File: config.mk
export PLATFORM = sky130hd
export DESIGN_NAME = power_alarm_ringing_param_ram
export DESIGN_NICKNAME = d
export VERILOG_FILES = /design/src/verilog/power_ram_pkg.sv /design/src/verilog/alarm_cmp_if.sv /design/src/verilog/power_alarm_compare.sv /design/src/verilog/power_alarm_ringing_param_ram.sv
export SDC_FILE = /design/constraint.sdc
export NUM_CORES = 1
export LEC_CHECK = 0
export BUFFER_PORTS_ARGS = -buffer_cell sky130_fd_sc_hd__buf_2
export CAP_MARGIN = 20
export CORE_UTILIZATION = 40
export CTS_CLUSTER_SIZE = 10
export DETAILED_ROUTE_END_ITERATION = 16
export PLACE_DENSITY_LB_ADDON = 0.05
export RECOVER_POWER = 100
export SLEW_MARGIN = 20
export SYNTH_ARGS = -nofsm -noshare
export SYNTH_HDL_FRONTEND = slang
export SYNTH_SLANG_ARGS = --single-unit
File: constraint.sdc
create_clock -name sys_clk -period 9.55 [get_ports sys_clk]
set_clock_uncertainty 0.2 [all_clocks]
set_input_delay 0 -clock sys_clk [delete_from_list [all_inputs] [get_ports sys_clk]]
set_output_delay 0 -clock sys_clk [all_outputs]
set_load 0.005 [all_outputs]
File: src/verilog/power_ram_pkg.sv
package power_ram_pkg;
  // =====================================================================
  // sizes
  localparam int CHANNELS = 2;
  localparam int DATA_W = 16;
  localparam int ADDR_W = 8;
  localparam int SLOTS = 7;
  localparam int FREQ_COEF_W = 28;
  localparam int OFFSET_W = 15;

  // =====================================================================
  // ram addresses
  localparam logic [7:0] ADDR_PAIR1_THR = 8'h25;
  localparam logic [7:0] ADDR_PAIR2_THR = 8'h26;
  localparam logic [7:0] ADDR_PAIR3_THR = 8'h27;
  localparam logic [7:0] ADDR_PAIR3_BASE_RES = 8'h2b;
  localparam logic [7:0] ADDR_TOTAL_POWER = 8'h32;
  localparam logic [7:0] ADDR_RING_DC_OFFSET = 8'h38;
  localparam logic [7:0] ADDR_RING_FREQ_UPPER = 8'h39;
  localparam logic [7:0] ADDR_RING_FREQ_LOWER = 8'h3a;
  localparam logic [7:0] ADDR_RING_PEAK_AMP = 8'h3b;

  // =====================================================================
  // storage slots inside one channel
  localparam logic [2:0] SLOT_PAIR1_THR = 3'h0;
  localparam logic [2:0] SLOT_PAIR2_THR = 3'h1;
  localparam logic [2:0] SLOT_PAIR3_THR = 3'h2;
  localparam logic [2:0] SLOT_BASE_RES = 3'h3;
  localparam logic [2:0] SLOT_DC_OFFSET = 3'h4;
  localparam logic [2:0] SLOT_FREQ_UPPER = 3'h5;
  localparam logic [2:0] SLOT_FREQ_LOWER = 3'h6;

  // =====================================================================
  // fields, masks and reset value
  localparam logic [15:0] MASK_FULL = 16'hffff;
  localparam logic [15:0] MASK_LOW15 = 16'h7fff;
  localparam logic [15:0] MASK_FREQ_LOWER = 16'hfff8;
  localparam int FREQ_UPPER_MSB = 14;
  localparam int FREQ_LOWER_MSB = 15;
  localparam int FREQ_LOWER_LSB = 3;
  localparam int OFFSET_MSB = 14;
  localparam logic [15:0] RESET_VALUE = 16'h0000;

  // bits that hold no field read back as zero
  function automatic logic [15:0] field_mask(input logic [7:0] addr);
    case (addr)
      ADDR_RING_DC_OFFSET, ADDR_RING_FREQ_UPPER: field_mask = MASK_LOW15;
      ADDR_RING_FREQ_LOWER: field_mask = MASK_FREQ_LOWER;
      default: field_mask = MASK_FULL;
    endcase
  endfunction : field_mask

  // ring peak amplitude lives outside the slot array since it has its own port
  function automatic logic [2:0] slot_of(input logic [7:0] addr);
    case (addr)
      ADDR_PAIR1_THR: slot_of = SLOT_PAIR1_THR;
      ADDR_PAIR2_THR: slot_of = SLOT_PAIR2_THR;
      ADDR_PAIR3_THR: slot_of = SLOT_PAIR3_THR;
      ADDR_PAIR3_BASE_RES: slot_of = SLOT_BASE_RES;
      ADDR_RING_DC_OFFSET: slot_of = SLOT_DC_OFFSET;
      ADDR_RING_FREQ_UPPER: slot_of = SLOT_FREQ_UPPER;
      ADDR_RING_FREQ_LOWER: slot_of = SLOT_FREQ_LOWER;
      default: slot_of = 3'h7;
    endcase
  endfunction : slot_of
endpackage : power_ram_pkg
File: src/verilog/alarm_cmp_if.sv
`timescale 1ns/1ps
interface alarm_cmp_if;
  logic strobe;
  logic integrated;
  logic [15:0] thr1;
  logic [15:0] thr2;
  logic [15:0] thr3;
  logic [15:0] pwr1;
  logic [15:0] pwr2;
  logic [15:0] pwr3;
  logic [15:0] total;
  logic [2:0] alarm;

  modport owner (
    output strobe, integrated, thr1, thr2, thr3, pwr1, pwr2, pwr3, total,
    input alarm
  );
  modport cmp (
    input strobe, integrated, thr1, thr2, thr3, pwr1, pwr2, pwr3, total,
    output alarm
  );
endinterface : alarm_cmp_if

File: src/verilog/power_alarm_compare.sv
`timescale 1ns/1ps
module power_alarm_compare (
  // clock and reset
  input wire logic sys_clk,
  input wire logic sys_rst,
  // thresholds, powers and alarms
  alarm_cmp_if.cmp port
);
  logic [2:0] next_alarm;

  // =====================================================================
  // comparison
  // integrated linefeed turns pair 1's threshold into the total-power limit
  assign next_alarm[0] = port.integrated ? (port.total >= port.thr1) :
                                           (port.pwr1 >= port.thr1);
  assign next_alarm[1] = port.pwr2 >= port.thr2;
  assign next_alarm[2] = port.pwr3 >= port.thr3;

  // alarms only move on a comparison cycle; in between they hold
  always_ff @(posedge sys_clk) begin
    if (sys_rst) begin
      port.alarm <= 3'h0;
    end else if (port.strobe) begin
      port.alarm <= next_alarm;
    end
  end
endmodule : power_alarm_compare

File: src/verilog/power_alarm_ringing_param_ram.sv
// Operation
// - pair 1 raises its alarm when its computed power reaches its threshold at 498 uW/LSB.
// - in integrated linefeed mode the pair 1 threshold limits total power at 1059.6 uW/LSB.
// - pair 2 raises its alarm when its computed power reaches its threshold at 31.4 uW/LSB.
// - pair 3 raises its alarm when its computed power reaches its threshold at 498 uW/LSB.
// - the three thresholds are 16-bit read/write words at ram addresses 37, 38 and 39.
// - ram address 43 holds the 16-bit pair 3 base resistance used by the power calculation.
// - ram address 59 holds the 16-bit peak ringing amplitude, readable and writable.
// - bits 14:0 of ram address 57 form the upper part of the ringing frequency coefficient.
// - bits 15:3 of ram address 58 form the lower part, and bits 2:0 hold nothing.
// - bits 14:0 of ram address 56 are added as dc offset only while ringing, 4.907 mV/LSB.
// - the total computed power of all six transistors reads back as a 16-bit word.
`timescale 1ns/1ps
module power_alarm_ringing_param_ram (
  // clock and reset
  input wire logic sys_clk,
  input wire logic sys_rst,
  // ram access from the serial control port
  input wire logic ram_chan,
  input wire logic [7:0] ram_addr,
  input wire logic [15:0] ram_wdata,
  input wire logic ram_we,
  input wire logic ram_re,
  output logic [15:0] ram_rdata,
  output logic ram_rvalid,
  // power calculation side
  input wire logic linefeed_integrated,
  input wire logic cmp_strobe,
  input wire logic [1:0][15:0] pair1_power,
  input wire logic [1:0][15:0] pair2_power,
  input wire logic [1:0][15:0] pair3_power,
  input wire logic [1:0][15:0] total_power,
  output logic [1:0][2:0] power_alarm,
  output logic [1:0][15:0] pair3_base_res,
  // ringing generator side
  input wire logic [1:0] ring_mode,
  output logic [1:0][15:0] ring_peak_amp,
  output logic [1:0][27:0] ring_freq_coef,
  output logic [1:0][14:0] ring_offset_applied
);
  // =====================================================================
  // storage
  logic [15:0] params [power_ram_pkg::CHANNELS][power_ram_pkg::SLOTS];
  logic [1:0][15:0] ring_peak_amplitude;
  logic [1:0][15:0] total_computed_power;

  // =====================================================================
  // decode
  wire [2:0] wr_slot = power_ram_pkg::slot_of(ram_addr);
  wire [15:0] wr_mask = power_ram_pkg::field_mask(ram_addr);
  wire wr_slot_hit = ram_we && (wr_slot != 3'h7);
  wire wr_amp_hit = ram_we && (ram_addr == power_ram_pkg::ADDR_RING_PEAK_AMP);
  wire rd_total = ram_addr == power_ram_pkg::ADDR_TOTAL_POWER;
  wire rd_amp = ram_addr == power_ram_pkg::ADDR_RING_PEAK_AMP;
  // slot code 7 names no word; keep the read index inside the array
  wire [2:0] rd_slot = (wr_slot == 3'h7) ? power_ram_pkg::SLOT_PAIR1_THR : wr_slot;
  wire [15:0] rd_slot_data = params[ram_chan][rd_slot] & wr_mask;
  // unmapped addresses read as zero; the total-power word ignores writes
  wire [15:0] next_rdata = rd_total ? total_computed_power[ram_chan] :
                           rd_amp ? ring_peak_amplitude[ram_chan] :
                           (wr_slot != 3'h7) ? rd_slot_data : 16'h0000;

  // =====================================================================
  // ram writes
  always_ff @(posedge sys_clk) begin
    if (sys_rst) begin
      for (int c = 0; c < power_ram_pkg::CHANNELS; c++) begin
        for (int s = 0; s < power_ram_pkg::SLOTS; s++) begin
          params[c][s] <= power_ram_pkg::RESET_VALUE;
        end
      end
    end else if (wr_slot_hit) begin
      params[ram_chan][wr_slot] <= ram_wdata & wr_mask;
    end
  end

  always_ff @(posedge sys_clk) begin
    if (sys_rst) begin
      ring_peak_amplitude <= {2{power_ram_pkg::RESET_VALUE}};
    end else if (wr_amp_hit) begin
      ring_peak_amplitude[ram_chan] <= ram_wdata;
    end
  end

  // total power is captured on the same comparison cycle that drives the alarms
  always_ff @(posedge sys_clk) begin
    if (sys_rst) begin
      total_computed_power <= {2{power_ram_pkg::RESET_VALUE}};
    end else if (cmp_strobe) begin
      total_computed_power <= total_power;
    end
  end

  // =====================================================================
  // ram reads: data one cycle after the request, old data on a same-cycle write
  always_ff @(posedge sys_clk) begin
    if (sys_rst) begin
      ram_rdata <= 16'h0000;
      ram_rvalid <= 1'b0;
    end else begin
      ram_rvalid <= ram_re;
      if (ram_re) begin
        ram_rdata <= next_rdata;
      end
    end
  end

  // =====================================================================
  // per-channel parameter outputs, registered so each port leaves a flop
  for (genvar ch = 0; ch < power_ram_pkg::CHANNELS; ch++) begin : g_chan
    alarm_cmp_if cmp_bus ();

    assign cmp_bus.strobe = cmp_strobe;
    assign cmp_bus.integrated = linefeed_integrated;
    assign cmp_bus.thr1 = params[ch][power_ram_pkg::SLOT_PAIR1_THR];
    assign cmp_bus.thr2 = params[ch][power_ram_pkg::SLOT_PAIR2_THR];
    assign cmp_bus.thr3 = params[ch][power_ram_pkg::SLOT_PAIR3_THR];
    assign cmp_bus.pwr1 = pair1_power[ch];
    assign cmp_bus.pwr2 = pair2_power[ch];
    assign cmp_bus.pwr3 = pair3_power[ch];
    assign cmp_bus.total = total_power[ch];
    assign power_alarm[ch] = cmp_bus.alarm;

    power_alarm_compare u_cmp (
      .sys_clk(sys_clk),
      .sys_rst(sys_rst),
      .port(cmp_bus)
    );

    wire [14:0] freq_upper = params[ch][power_ram_pkg::SLOT_FREQ_UPPER]
                             [power_ram_pkg::FREQ_UPPER_MSB:0];
    wire [12:0] freq_lower = params[ch][power_ram_pkg::SLOT_FREQ_LOWER]
                             [power_ram_pkg::FREQ_LOWER_MSB:power_ram_pkg::FREQ_LOWER_LSB];
    wire [14:0] dc_offset = params[ch][power_ram_pkg::SLOT_DC_OFFSET]
                            [power_ram_pkg::OFFSET_MSB:0];

    always_ff @(posedge sys_clk) begin
      if (sys_rst) begin
        pair3_base_res[ch] <= 16'h0000;
        ring_peak_amp[ch] <= 16'h0000;
        ring_freq_coef[ch] <= 28'h0000000;
        ring_offset_applied[ch] <= 15'h0000;
      end else begin
        pair3_base_res[ch] <= params[ch][power_ram_pkg::SLOT_BASE_RES];
        ring_peak_amp[ch] <= ring_peak_amplitude[ch];
        ring_freq_coef[ch] <= {freq_upper, freq_lower};
        // offset only reaches the waveform while the line is ringing
        ring_offset_applied[ch] <= ring_mode[ch] ? dc_offset : 15'h0000;
      end
    end
  end
endmodule : power_alarm_ringing_param_ram

==> qor.yml <==
outcome:
  status: "finished, violations left"
  violations: "max-capacitance violations, max-slew violations"
critical_path:
  arrival_ns: 5.86
  cp_slowest_cell: "clkbuf_1"
  cpMostUsedCell: "clkbuf_1"
  startpoint_type: "primary input"
  r2r_cells: 12
  cp_cell_sequence: "dlygate4sd3_1 > buf_6 > clkbuf_1 > nand2_1 > o41ai_1 > clkbuf_1"
  timing.rr.end: "g_chan[0].u_cmp.port.alarm[2]"
  rrSetupSlack_ns: 4.80
  cp_max_fo: 38
  end_kind: "flop"
  reg2reg_from: "params[0][64]"
  cp.required_ns: 9.59
  critPathTopFamily: "buffers and inverters"
  crit_path_max_incr_delay_ns: 2.08
  critical_path_buf_inv_count: 4
  worstSetupPathType: "primary input to flop"
floorplanning:
  die-area_um2: 52300
  die_y_um: 229
  core_um2: 50500
  die_w_um: 229
  rows: 82
  io_pins: 334
  start_util_pct: 40.7
layout:
  antenna_cells: 0
  drive_gt1_share_pct: 17.5
  nets: 2496
  area_growth_pct: 25.1
  fillers: 4659
detailed_routing:
  vias: 15500
  ant_nets: 0
  routed_via_density: 5.30
  drt_iter0_drc: 1265
  wirelength_mm: 74.7
  wire_per_inst_um: 25.6
  first_pass_iters: 6
  drc: 0
timing:
  tns_ns: 0
  hold_violations: 0
  setup_violations: 0
  finalMaxSlewViolations: 196
  final.min_clock_period_ns: 5.82
  min_period_over_period_pct: 60.9
  rsz0062_at_grt: "no"
  fmax_mhz: 172
  slew_headroom_pct: -167
  setup_ws_ns: 3.73
  worstMarginPinSlew_ns: 4.01
logic_synthesis:
  ys_warn_count: 0
  synth_simple_gate_area_share_pct: 15.5
  synth_xor_area_share_pct: 0
  synth_compound_area_share_pct: 7.58
  ys_types: 70
  ys_seq_elements: 461
  syn_area_um2: 20600
  synth_area_per_cell_um2: 11.8
  synthCells: 1748
  synth_top_family_by_area: "simple AND/OR/NAND/NOR gates"
  synthMuxAreaShare_pct: 9.24
  async_reset_ff_share_pct: 0
  yosysSeqAreaShare_pct: 55.8
  synth_flop_cell: "dfxtp_1"
  synth_edf_count: 224
  synth_fa_ha_area_share_pct: 7.79
pwr:
  pwr-share-seq_pct: 47.7
  combPwrFrac_pct: 10.0
  switching_share_pct: 24.7
  ir_drop_mv: 0.159
  p_int_mw: 3.52
  power_leakage_nw: 10.8
  switchingPower_mw: 1.15
  p_clk_share_pct: 42.4
  power_density_nw_per_um2: 181
worst_hold_path:
  hold_path.class: "primary input to flop"
  hold_depth: 4
  hp-start: "ram_wdata[2]"
  hold_end: "ring_peak_amplitude[2]"
cts:
  cts_tree: "yes"
  cts_max_level: 2
  cts.reportedPaths.clkPinSlew_ns: 0.06
  clockRootBuffer: "clkbuf_16"
  post-cts-setup-buffer-count: 0
  cts_buffer_depth: 3
  worstSkewPairLatency_ns: 0.61
  clock-sinks: 461
  cts_buffers: 54
global_route:
  first_global_vias: 15800
  grt_pass1_wl_mm: 107
  grt.total_usage_pct: 28.2
  antenna_found_initial: 3
  grt_max_degree: 92
  grt-ovfl-total: 0
placement:
  pre_cts_ws_ns: 5.79
  placement.io_buffers: 333
  routabilityCongestion: 0.916
  hpwl_mm: 55.9
run:
  cap_violations: 4
==> cell type report <==
cell class	instances	area (um^2)	share of cell area, %
Clock buffer	95	1590	6.17
Sequential cell	461	11500	44.6
Tap cell	672	841	3.27
Inverter	110	413	1.61
Clock inverter	4	88.8	0.345
Timing Repair Buffer	494	3100	12.0
Multi-Input combinational cell	1086	8230	32.0
==> cell families (layout without fill, tap and decap cells) <==
logic type,after synthesis,count (layout)
AOI/OAI and AO/OA,240,240
adders and majority gates,128,128
buffers and inverters,205,703
DFF,461,461
muxes,130,130
other,1,5
and+or+nand+nor,583,583
==> flip-flops by register name (all words and copies together), names as in the netlist <==
register and count:
params 224, ring_freq_coef 56, pair3_base_res 32, ring_peak_amp 32, ring_peak_amplitude 32, total_computed_power 32, ring_offset_applied 30, ram_rdata 16
g_chan.u_cmp.port.alarm 6, ram_rvalid 1
==> routing by layer <==
layer  track usage [%]  part of all wire, %
met3              3.69                  6.3
met4              7.36                  2.3
met2              45.9                   47
met1              39.5                   44
met5                 0                0.017
==> cell usage in the layout (no fill, tap or decap), types with 4 or more instances in the layout <==
master         netlist  layout
a211oi_1            10      10
a21o_1              32      32
a21oi_1             74      74
a22oi_1              4       4
a31oi_1             10      10
and2_0               0      80
and2_1             105      24
and3_1              38      38
buf_2               18     251
buf_4                6       7
clkbuf_1            55     126
clkbuf_16            0      55
clkbuf_8             0       6
conb_1               1       5
dfxtp_1            237     237
dlygate4sd3_1        0     142
edfxtp_1           224     224
ha_1               128     128
inv_1              109     109
mux2_2               8       8
mux2i_1             75      75
mux4_2              47      47
nand2_1            114     114
nand2b_1            15      15
nand3_1             13      13
nand4_1             17      17
nor2_1              90      90
nor2b_1            136     136
nor3_1              19      22
nor3b_1              3       4
nor4_1               5       7
o2111ai_1            4       4
o211ai_1             4       5
o21ai_0             47      50
o221ai_1             8       8
o22ai_1             12      12
o31ai_1              4       4
or3_1                6       6
==> per-stage QoR <==
step                      utilization [%]  area, um^2  power [mW]  std cells  hold slack, ns
final                                51.0       25700        4.67       2922          0.0334
after global routing                 51.0       25700        4.82       2922          0.0326
after CTS                            51.3       25900        4.70       2921         0.00192
after detailed placement             45.2       22800        2.68       2680          0.0702
after global placement               45.2       22800        2.67       2680          0.0628
after floorplan                         -       20600        2.46       1752         -0.0640
==> power by group through the flow <==
stage	combinational (mW)	sequential, mW	clock [mW]
2_1_floorplan	0.227	2.23	0
3_3_place_gp	0.406	2.27	0
3_5_place_dp	0.412	2.26	0
4_1_cts	0.467	2.22	2.01
5_1_grt	0.505	2.23	2.09
6_report	0.466	2.23	1.98
==> cell usage after synthesis (all sizes together) (6+ instances only) <==
| master | instances | share of area, % |
|---|---|---|
| dfxtp | 237 | 23 |
| edfxtp | 224 | 33 |
| nor2b | 136 | 4.1 |
| ha | 128 | 7.8 |
| nand2 | 115 | 2.1 |
| inv | 109 | 2.0 |
| and2 | 105 | 3.2 |
| nor2 | 92 | 1.7 |
| mux2i | 75 | 3.7 |
| a21oi | 74 | 1.8 |
| clkbuf | 59 | 1.1 |
| o21ai | 52 | 1.3 |
| mux4 | 47 | 5.1 |
| and3 | 38 | 1.2 |
| buf | 36 | 1.0 |
| a21o | 32 | 1.2 |
| nor3 | 24 | 0.71 |
| nand4 | 17 | 0.52 |
| nand2b | 15 | 0.46 |
| nand3 | 13 | 0.32 |
| o22ai | 12 | 0.37 |
| a211oi | 10 | 0.37 |
| a31oi | 10 | 0.30 |
| mux2 | 8 | 0.44 |
| nor4 | 8 | 0.33 |
| o221ai | 8 | 0.34 |
| o211ai | 7 | 0.41 |
| or3 | 6 | 0.18 |
==> what timing repair did <==
item,CTS,global route
hold buffers,142,0
resized for setup,0,0
hold endpoints to repair,414,0
==> worst max-delay path by stage <==
stage,startpoint,endpoint,slack [ns],cells after the start
3_3_place_gp,ram_addr[0],params[0][104],5.89,8
2_1_floorplan,ram_addr[4],params[1][80],6.18,5
4_1_cts,params[0][64],g_chan[0].u_cmp.port.alarm[2],4.98,12
6_report,ram_chan,params[1][94],3.73,6
3_5_place_dp,ram_addr[0],params[0][75],5.79,8
5_1_grt,ram_chan,params[1][87],3.32,6
==> worst reg2reg max path: cells and delay by family (launching register included) <==
family | cells | cell delay [ns]
AO/OA/AOI/OAI | 6 | 1.67
adder cells (fa/ha/maj) | 1 | 0.31
buffers and inverters | 3 | 1.79
flip-flops | 1 | 0.47
AND/OR/NAND/NOR | 2 | 0.19
Note: power is estimated with default switching activity, not from simulation.
